$ cat config.mk
export PLATFORM = sky130hd
export DESIGN_NAME = imwd_decoder
export DESIGN_NICKNAME = d
export VERILOG_FILES = /design/src/core/imwd_pkg.sv /design/src/core/imwd_decoder.sv
export VERILOG_INCLUDE_DIRS = /design/src /design/src/core
export SDC_FILE = /design/constraint.sdc
export NUM_CORES = 1
export LEC_CHECK = 0
export BUFFER_PORTS_ARGS = -buffer_cell sky130_fd_sc_hd__buf_2
export CORE_MARGIN = 4
export CORE_UTILIZATION = 48
export CTS_BUF_LIST = sky130_fd_sc_hd__clkbuf_8
export DETAILED_ROUTE_END_ITERATION = 10
export GPL_TIMING_DRIVEN = 0
export MAX_ROUTING_LAYER = met4
export PLACE_DENSITY = 0.82
export RECOVER_POWER = 100
export SLEW_MARGIN = 0
export SYNTH_ARGS = -nofsm -noshare
export SYNTH_HDL_FRONTEND = slang
export SYNTH_SLANG_ARGS = --single-unit
$ cat constraint.sdc
create_clock -name clk -period 1.4 [get_ports clk]
set_input_delay 0.28 -clock clk [delete_from_list [all_inputs] [get_ports clk]]
set_output_delay 0.28 -clock clk [all_outputs]
set_load 0.005 [all_outputs]
$ cat src/core/imwd_regs.svh
`ifndef IMWD_REGS_SVH
`define IMWD_REGS_SVH
// ==========================================================
// Memory window bases (20-bit ISA addresses)
`define IMWD_BASE_LOW 20'hC_8000
`define IMWD_BASE_HIGH 20'hD_0000
// Window is 32 Kbytes: upper address bits 19:15 select it
`define IMWD_WIN_MSB 19
`define IMWD_WIN_LSB 15
// ==========================================================
// I/O port addresses (16-bit)
`define IMWD_IO_POST 16'h0080
`define IMWD_IO_BIOS_PAGE 16'h0120
`define IMWD_IO_STATUS 16'h0120
`define IMWD_IO_DISK_PAGE 16'h0121
`define IMWD_IO_CONTROL 16'h0122
`define IMWD_IO_SRAM_PAGE 16'h0123
// ==========================================================
// Control register fields
`define IMWD_CTL_DECODE 4
`define IMWD_CTL_DISK_WR 3
`define IMWD_CTL_BIOS_WR 2
// ==========================================================
// Reset values
`define IMWD_RST_BYTE 8'h00
`endif

$ cat src/core/imwd_pkg.sv
`default_nettype none
package imwd_pkg;
  // Region hit inside the window
  typedef enum logic [1:0] {
    IMWD_RGN_NONE = 2'b00,
    IMWD_RGN_BIOS = 2'b01,
    IMWD_RGN_DISK = 2'b10,
    IMWD_RGN_SRAM = 2'b11
  } imwd_region_e;
  typedef logic [7:0] imwd_byte_t;
endpackage : imwd_pkg
`default_nettype wire

$ cat src/core/imwd_decoder.sv
`timescale 1ns/10ps
`default_nettype none
`include "imwd_regs.svh"

module imwd_decoder (
  input wire logic clk,
  input wire logic reset_n,
  // Asynchronous ISA bus pins
  input wire logic [19:0] isaAddr,
  input wire logic [7:0] isaDataIn,
  input wire logic isaMemRd_n,
  input wire logic isaMemWr_n,
  input wire logic isaIoRd_n,
  input wire logic isaIoWr_n,
  input wire logic baseSelect,
  input wire logic [3:0] switchPack,
  input wire logic flashReady,
  input wire logic diagIochck,
  input wire logic diagNmi,
  // Diagnostic processor read strobe, active low, asynchronous
  input wire logic postRead_n,
  // Bus answer
  output logic memClaim,
  output logic memCs16_n,
  output logic [7:0] isaDataOut,
  output logic isaDataOe,
  // Card memory side
  output imwd_pkg::imwd_region_e region,
  output logic [16:0] biosAddr,
  output logic [20:0] diskAddr,
  output logic [14:0] sramAddr,
  output logic biosWe_n,
  output logic diskWe_n,
  output logic sramWe_n,
  output logic memRd_n,
  // Diagnostic side
  output imwd_pkg::imwd_byte_t postCode,
  output logic post_code_irq
);
  import imwd_pkg::*;

  // ========================================================
  // Pin synchronisers: two flops before any logic looks
  // 20 address bits, 4 strobes, jumper, 4 switches, 3 status lines, read strobe
  logic [32:0] syncA; // First stage, read only by syncB
  logic [32:0] syncB; // Second stage, usable
  wire [32:0] pinsRaw = {isaAddr, isaMemRd_n, isaMemWr_n, isaIoRd_n, isaIoWr_n,
                         baseSelect, switchPack, flashReady, diagIochck, diagNmi,
                         postRead_n};
  // Synchroniser flops; bus data is sampled separately below
  always_ff @(posedge clk) begin
    syncA <= pinsRaw;
    syncB <= syncA;
  end
  logic [7:0] dataA; // Write data first stage
  logic [7:0] dataB; // Write data second stage
  // Data synchroniser
  always_ff @(posedge clk) begin
    dataA <= isaDataIn;
    dataB <= dataA;
  end

  wire [19:0] addr = syncB[32:13];
  wire memRdS = ~syncB[12];
  wire memWrS = ~syncB[11];
  wire ioRdS = ~syncB[10];
  wire ioWrS = ~syncB[9];
  wire baseS = syncB[8];
  wire [3:0] swS = syncB[7:4];
  wire rdyS = syncB[3];
  wire iochkS = syncB[2];
  wire nmiS = syncB[1];
  wire postRdS = ~syncB[0];

  // Edge detect on the io write and diag read strobes so each cycle acts once
  logic ioWrPrev; // Previous io write level
  logic postRdPrev; // Previous diag read level
  always_ff @(posedge clk) begin
    if (!reset_n) begin
      ioWrPrev <= 1'b0;
      postRdPrev <= 1'b0;
    end else begin
      ioWrPrev <= ioWrS;
      postRdPrev <= postRdS;
    end
  end
  wire ioWrEdge = ioWrS & ~ioWrPrev;
  wire postRdEdge = postRdS & ~postRdPrev;

  // ========================================================
  // Control registers
  logic [2:0] biosPage; // BIOS page bits 2:0
  logic [7:0] diskPage; // Flash disk page
  logic [1:0] sramPage; // SRAM page
  logic [7:0] control; // Control register, all bits
  wire decodeOn = control[`IMWD_CTL_DECODE];

  function automatic logic ioHit(input logic [19:0] a, input logic [15:0] port);
    ioHit = (a[15:0] == port);
  endfunction : ioHit

  // Register writes; everything clears on reset so decoding starts off
  always_ff @(posedge clk) begin
    if (!reset_n) begin
      biosPage <= 3'b000;
      diskPage <= `IMWD_RST_BYTE;
      sramPage <= 2'b00;
      control <= `IMWD_RST_BYTE;
    end else if (ioWrEdge) begin
      if (ioHit(addr, `IMWD_IO_BIOS_PAGE)) biosPage <= dataB[2:0];
      if (ioHit(addr, `IMWD_IO_DISK_PAGE)) diskPage <= dataB;
      if (ioHit(addr, `IMWD_IO_SRAM_PAGE)) sramPage <= dataB[1:0];
      if (ioHit(addr, `IMWD_IO_CONTROL)) control <= dataB;
    end
  end

  // Port 80 capture; a new write beats a same-cycle read clear
  always_ff @(posedge clk) begin
    if (!reset_n) begin
      postCode <= `IMWD_RST_BYTE;
      post_code_irq <= 1'b0;
    end else if (ioWrEdge && ioHit(addr, `IMWD_IO_POST)) begin
      postCode <= dataB;
      post_code_irq <= 1'b1;
    end else if (postRdEdge) begin
      post_code_irq <= 1'b0;
    end
  end

  // ========================================================
  // Memory window decode
  wire [19:0] base = baseS ? `IMWD_BASE_HIGH : `IMWD_BASE_LOW;
  wire inWin = addr[`IMWD_WIN_MSB:`IMWD_WIN_LSB] == base[`IMWD_WIN_MSB:`IMWD_WIN_LSB];
  wire [14:0] off = addr[14:0];
  wire memAct = (memRdS | memWrS) & inWin;
  // Offset 4000 and 6000 only split off while decoding is on
  wire diskSel = decodeOn & (off[14:13] == 2'b10);
  wire sramSel = decodeOn & (off[14:13] == 2'b11);
  wire imwd_region_e next_region = !memAct ? IMWD_RGN_NONE :
                                   diskSel ? IMWD_RGN_DISK :
                                   sramSel ? IMWD_RGN_SRAM : IMWD_RGN_BIOS;
  // 32K pages use bits 2:1, 16K pages use bits 2:0
  wire [16:0] next_biosAddr = decodeOn ? {biosPage, off[13:0]}
                                       : {biosPage[2:1], off};
  wire [20:0] next_diskAddr = {diskPage, off[12:0]};
  wire [14:0] next_sramAddr = {sramPage, off[12:0]};
  // Writes gated by the control bits; SRAM always writable
  wire next_biosWe_n = ~(memWrS & (next_region == IMWD_RGN_BIOS)
                         & control[`IMWD_CTL_BIOS_WR]);
  wire next_diskWe_n = ~(memWrS & (next_region == IMWD_RGN_DISK)
                         & control[`IMWD_CTL_DISK_WR]);
  wire next_sramWe_n = ~(memWrS & (next_region == IMWD_RGN_SRAM));

  // Status read-back value and io read decode
  wire statusHit = ioRdS & ioHit(addr, `IMWD_IO_STATUS);
  wire ctrlHit = ioRdS & ioHit(addr, `IMWD_IO_CONTROL);
  wire [7:0] statusVal = {swS, rdyS, 1'b0, iochkS, nmiS};
  wire [7:0] next_dataOut = ctrlHit ? control : statusVal;

  // Registered outputs
  always_ff @(posedge clk) begin
    if (!reset_n) begin
      region <= IMWD_RGN_NONE;
      memClaim <= 1'b0;
      memCs16_n <= 1'b1;
      biosAddr <= 17'h0_0000;
      diskAddr <= 21'h00_0000;
      sramAddr <= 15'h0000;
      biosWe_n <= 1'b1;
      diskWe_n <= 1'b1;
      sramWe_n <= 1'b1;
      memRd_n <= 1'b1;
      isaDataOut <= `IMWD_RST_BYTE;
      isaDataOe <= 1'b0;
    end else begin
      region <= next_region;
      memClaim <= memAct;
      memCs16_n <= 1'b1;
      biosAddr <= next_biosAddr;
      diskAddr <= next_diskAddr;
      sramAddr <= next_sramAddr;
      biosWe_n <= next_biosWe_n;
      diskWe_n <= next_diskWe_n;
      sramWe_n <= next_sramWe_n;
      memRd_n <= ~(memRdS & memAct);
      isaDataOut <= next_dataOut;
      isaDataOe <= statusHit | ctrlHit;
    end
  end
endmodule : imwd_decoder
`default_nettype wire

==> metrics.md, run 1 <==
| Metric | Value |
|---|---|
| Worst Hold Class | input port to flip-flop |
| Latest clock arrival within the worst-skew pair | 420 ps |
| Share of the synthesized area in the top cell type | 71.06% |
| Max Cap Viol | 0 |
| Grt total ovfl | 0 |
| Final hold viol count | 0 |
| Post-synth top area cell | dfxtp_1 |
| Initial core utilization | 49.99% |
| Longest Clk Path Bufs | 2 |
| Pre-antenna DRT Iters | 4 |
| Setup ws final | -166.7 ps |
| Synth Cell Area | 0.004423 mm2 |
| DR WL/cell | 14.38 um |
| Routed via count | 2920 |
| Worst hold margin | 283.1 ps |
| Most frequent cells in the layout | 150 x dfxtp_1, 86 x buf_2, 47 x nand2_1, 41 x dlygate4sd3_1, 37 x mux2i_1 |
| Layout cells sized above 1 | 33.82% |
| Critical path buffers and inverters | 1 |
| Filler Cell Count | 663 |
| Setup WS pre-CTS | -294.6 ps |
| Element type at the critical path end | flip-flop |
| Total power | 8.229 mW |
| Initial antenna violation count | 0 |
| Peak supply drop | 973.7 uV |
| DIE WIDTH | 104.0 um |
| Syn Nets | 388 |
| N_diodes | 0 |
| Kind of critical path | flip-flop to flip-flop |
| Status | finished with violations |
| Synth cell types | 33 |
| Layout Nets | 577 |
| CORE AREA | 0.008848 mm2 |
| Iteration-0 DRC Markers | 72 |
| Clock Sinks | 157 |
| Worst-path cell chain | nor4_4 -> and4bb_2 -> and3_4 -> buf_4 -> mux2i_1 |
| Ys Warns | 0 |
| Vias in the first global route | 3220 |
| Worst reg2reg setup slack | -170 ps |
| Die ar. | 0.01081 mm2 |
| Synth area leaders | dfxtp_1 71%, mux2i_1 8.4%, buf_4 4.6% |
| Worst Max-Slew Pin Slew | 571.3 ps |
| Max-slew headroom | 61.92% |
| Violated checks | setup timing |
| Final Max Tran Viols | 0 |
| Worst setup SP type | flip-flop |
| Pleak | 2.801 nW |
| Crit path required time | 1750 ps |
| RSZ-0062 raised after global routing | true |
| GRT Resource Usage Total | 18.37% |
| CTS Root Cell | clkbuf_8 |
| Final Cycle Share | 111.9% |
| Largest net degree at the start of global routing | 17 |
| Post-Syn Area per Cell | 12.82 um2 |
| CTS buffer count | 17 |
| Final wirelength | 9418 um |
| Row count | 34 |
| CTS tree | built |
| CP max stage cell | dfxtp_2 |
| Placer congestion estimate | 0.7684 |
| Fmax | 0.6383 GHz |
| Worst Skew | 14.12 ps |
| Layout area overhead | 37.17% |
| Top Ports | 122 |
| # setup viols final | 37 |
| Reg clk slew, reported paths | 90 ps |
| Fin crit period | 1567 ps |
| First-pass GRT wire length | 15300 um |
| Die height | 104.0 um |
| CTS H-tree lvls | 4 |
| Number of buffers added on ports | 119 |
| PD cells | 1356 mW/mm2 |
| Fin util | 68.57% |
| Data arrival, critical path | 1920 ps |
| Commonest non-fill, non-tap cell in the layout | dfxtp_1 |
| DR vias/cell | 4.458 |
| Cells after Synth | 345 |
| FF+latch count, synth | 157 |
| Critical Path Fanout Max | 4 |
| Worst stage delay on the critical path | 340 ps |
| Delay-heaviest family, CP | simple AND/OR/NAND/NOR gates |
| Residual DRC | 0 |
| Final HPWL DP | 6287 um |
| ANT nets after route | 0 |
| Post-synthesis sequential area ratio | 71.06% |
## report_power, final
group | switching, mW | internal [mW]
sequential | 0.0743 | 4.63
clock | 1.64 | 1.48
combinational | 0.157 | 0.255
total | 1.87 | 6.36
## repair_timing
action                                  4_1_cts  5_1_grt
endpoints found under the setup margin       41       40
pin swaps                                    10        9
gates cloned                                  1        0
hold endpoints to repair                     41        0
resized for setup                            17        4
buffers inserted                              8        1
hold buffers                                 41        0
## flip-flops by register name, indices dropped and copies added, names as in the netlist, 3 cells and up
name        count
postCode        8
diskAddr        8
dataA           8
dataB           8
isaDataOut      8
diskPage        8
biosPage        3
syncA          33
biosAddr       17
control         8
syncB          33
## synthesized netlist by cell type (all sizes together)
cell / number
dfxtp: 157
or4b: 1
and3b: 3
and2: 16
clkbuf: 3
nand2: 48
and4bb: 1
mux2i: 37
nor2: 8
nand3: 2
nand4: 3
nor2b: 4
inv: 13
nor3b: 1
and2b: 1
o211ai: 1
conb: 1
and3: 1
and4: 1
nand3b: 1
o21a: 2
nor4: 3
buf: 33
or2: 1
nor3: 2
o2111ai: 1
## per-stage QoR
stage               cells  setup TNS (ps)  instance area, um2
floorplan             345          -403.1                4439
global placement      572           -4863                5170
detailed placement    572           -6503                5170
CTS                   654           -3025                6095
global route          655           -7573                6067
finish                655           -3568                6067
## layer usage
metal / GRT usage [%] / vias to the layer above / part of all wire [%]
li1: - / 1459 / -
met3: 5.400 / 10 / 4.7
met4: 7.312 / 0 / 1.5
met5: - / - / 0
met2: 33.15 / 86 / 55
met1: 18.65 / 1365 / 39
## cells by family after synthesis
logic type | count (synthesis) | share of synthesized area, %
other cells | 1 | 0.08478
flops | 157 | 71.06
compound gates | 4 | 0.7072
mux | 37 | 8.374
buf+inv | 49 | 7.666
simple gates | 97 | 12.11
## final timing paths
path	from	to	cells after the start
hold / removal	reset_n	diskAddr[19]$_SDFF_PN0_	4
setup reg to reg	ioWrPrev$_SDFF_PN0_	postCode[2]$_SDFFE_PN0P_	5
hold reg to reg	syncA[10]$_DFF_P_	syncB[10]$_DFF_P_	0
setup / recovery	ioWrPrev$_SDFF_PN0_	postCode[2]$_SDFFE_PN0P_	5
## tightest hold or removal path: stages
cell,delay [ps]
buf_6,120
buf_6,140
nand2_1,80
inv_1,40
## layout make-up
cell class	instances	area, um2	share of cell area (%)
clock inverters	14	135.1	2.227
plain buffers	36	294.0	4.846
flip-flops and latches	157	3152	51.95
multi-input cells	139	998.5	16.46
inverters	13	48.80	0.8043
repair buffers	170	1056	17.41
well taps	108	135.1	2.227
clock buffers	18	247.7	4.083
Note: power is estimated with default switching activity, not from simulation.
==> run 2: changes to the inputs <==
CORE_MARGIN = unset   (was 4)
==> metrics.md, run 2 (same netlist as run 1, synthesis figures left out) <==
| Metric | Value |
|---|---|
| Reg clk slew, reported paths | 80 ps (about the same) |
| Initial antenna violation count | 0 (unchanged) |
| Number of buffers added on ports | 119 (unchanged) |
| Crit path required time | 1750 ps (about the same) |
| Delay-heaviest family, CP | simple AND/OR/NAND/NOR gates |
| Clock Sinks | 157 (unchanged) |
| Layout cells sized above 1 | 40.40% (+6.6 points) |
| Critical Path Fanout Max | 5 (+1) |
| Fmax | 0.6186 GHz (-3.1%) |
| CORE AREA | 0.008806 mm2 (-0.48%) |
| RSZ-0062 raised after global routing | true |
| Post-route insts no fill | 655 (unchanged) |
| Longest Clk Path Bufs | 2 (unchanged) |
| Worst setup SP type | flip-flop |
| Worst-path cell chain | nor4_4 -> and2b_2 -> and3_4 -> buf_8 -> mux2i_2 |
| Max Cap Viol | 0 (unchanged) |
| Worst Max-Slew Pin Slew | 562.1 ps (-9.150 ps) |
| Iteration-0 DRC Markers | 84 (+17%) |
| Vias in the first global route | 2989 (-7.2%) |
| Initial core utilization | 50.23% (+0.24 points) |
| Most frequent cells in the layout | 149 x dfxtp_1, 118 x buf_2, 48 x nand2_1, 41 x dlygate4sd3_1, 36 x buf_4 |
| CTS H-tree lvls | 4 (unchanged) |
| Residual DRC | 8 (+8) |
| Worst stage delay on the critical path | 360 ps (+20 ps) |
| Status | finished with violations |
| Setup WS pre-CTS | -284.5 ps (+10.12 ps) |
| Reg2reg path depth | 5 (unchanged) |
| Worst reg2reg setup slack | -220 ps (-50 ps) |
| Placer congestion estimate | 0.7768 (+1.1%) |
| Placed cell areas | 0.005170 mm2 (unchanged) |
| DR WL/cell | 14.16 um (-1.5%) |
| # setup viols final | 38 (+2.7%) |
| Layout Nets | 577 (unchanged) |
| Critical R2R Launch | syncB[25]$_DFF_P_ |
| Inst Count DP | 572 (unchanged) |
| Final Max Tran Viols | 0 (unchanged) |
| First-pass GRT wire length | 14500 um (-5.2%) |
| Max-slew headroom | 62.53% (+0.61 points) |
| Die ar. | 0.009602 mm2 (-11%) |
| Violated checks | DRC, setup timing |
| Setup ws final | -216.4 ps (-49.76 ps) |
| N_diodes | 0 (unchanged) |
| Worst Hold Class | flip-flop to flip-flop |
| Top flop regs | syncA (33), syncB (33), biosAddr (17) |
| CTS Root Cell | clkbuf_8 |
| Worst Skew | 8.368 ps (-5.754 ps) |
| CP max stage cell | nor4_4 |
| Filler Cell Count | 632 (-4.7%) |
| Fin util | 69.41% (+0.84 points) |
| Pleak | 2.939 nW (+4.9%) |
| Grt total ovfl | 0 (unchanged) |
| Critical path buffers and inverters | 1 (unchanged) |
| Hold EP | syncB[18]$_DFF_P_ |
| Worst Hold Path Cells | 0 (-4) |
| Die height | 97.99 um (-5.8%) |
| PD cells | 1358 mW/mm2 (+0.10%) |
| Fin crit period | 1616 ps (+49.76 ps) |
| Final Cycle Share | 115.5% (+3.6 points) |
| Setup TNS | -3988 ps (-420.6 ps) |
| Hold path startpoint | syncA[18]$_DFF_P_ |
| Pre-antenna DRT Iters | 7 (+3) |
| DIE WIDTH | 97.99 um (-5.8%) |
| GRT Resource Usage Total | 21.12% (+2.7 points) |
| Peak supply drop | 849.0 uV (-13%) |
| Worst hold margin | 327.9 ps (+44.78 ps) |
| CTS tree | built |
| Layout area overhead | 38.19% |
| DR vias/cell | 4.481 (+0.51%) |
| Kind of critical path | flip-flop to flip-flop |
| ANT nets after route | 0 (unchanged) |
| Final wirelength | 9275 um (-1.5%) |
| Top Ports | 122 (unchanged) |
| Row count | 34 (unchanged) |
| Final HPWL DP | 5833 um (-7.2%) |
| Commonest non-fill, non-tap cell in the layout | dfxtp_1 |
| Largest net degree at the start of global routing | 17 (unchanged) |
| Design Area, Final | 0.006112 mm2 (+0.74%) |
| Total power | 8.299 mW (+0.84%) |
| Data arrival, critical path | 1970 ps (+50 ps) |
| Routed via count | 2935 (+0.51%) |
| Latest clock arrival within the worst-skew pair | 440 ps (+20 ps) |
| Worst r2r dst | postCode[3]$_SDFFE_PN0P_ |
| Final hold viol count | 0 (unchanged) |
| CTS buffer count | 17 (unchanged) |
| Element type at the critical path end | flip-flop |
-- run 2: cell types whose count changed in the layout (fill, tap and decap cells not counted), sizes merged --
cell / delta
clkinvlp: -1
buf: +58
clkbuf: -58
clkinv: -1
inv: +2
-- run 2: what timing repair did --
action                                 4_1_cts  5_1_grt
resized for setup                           14        9
pin swaps                                   10        5
setup buffers                                4        5
gates cloned                                 1        0
setup endpoints to repair                   40       39
endpoints found under the hold margin       41        0
hold buffers                                41        0
-- run 2: worst max-delay path by stage --
stage	start	end	slack, ps	cells after the start
after floorplan	syncB[24]$_DFF_P_	control[0]$_SDFFE_PN0P_	-30	5
after global placement	syncB[24]$_DFF_P_	isaDataOut[4]$_SDFF_PN0_	-260	4
after detailed placement	syncB[24]$_DFF_P_	isaDataOut[4]$_SDFF_PN0_	-280	4
after CTS	syncB[23]$_DFF_P_	postCode[3]$_SDFFE_PN0P_	-220	5
after global routing	syncB[25]$_DFF_P_	postCode[3]$_SDFFE_PN0P_	-290	5
final	syncB[25]$_DFF_P_	postCode[3]$_SDFFE_PN0P_	-220	5
-- run 2: metal layers --
| layer | GRT usage [%] | vias up | share of wire, % |
|---|---|---|---|
| met5 | - | - | 0 |
| met4 | 9.557 | 0 | 1.7 |
| met3 | 6.943 | 16 | 4.9 |
| met2 | 36.51 | 83 | 54 |
| met1 | 21.72 | 1381 | 40 |
| li1 | - | 1455 | - |
-- run 2: layout make-up --
type / instances / area [um2] / share of cell area [%]
flip-flops and latches: 157 / 3153 / 51.59
repair buffers: 170 / 1092 / 17.87
multi-input cells: 139 / 1016 / 16.62
plain buffers: 36 / 286.5 / 4.688
clock buffers: 18 / 247.7 / 4.053
well taps: 108 / 135.1 / 2.211
clock inverters: 14 / 132.6 / 2.170
inverters: 13 / 48.80 / 0.7984
-- run 2: power by group --
group / internal [mW] / switching, mW
Clock: 1.48 / 1.70
Combinational: 0.257 / 0.154
Sequential: 4.63 / 0.0761
Total: 6.36 / 1.93
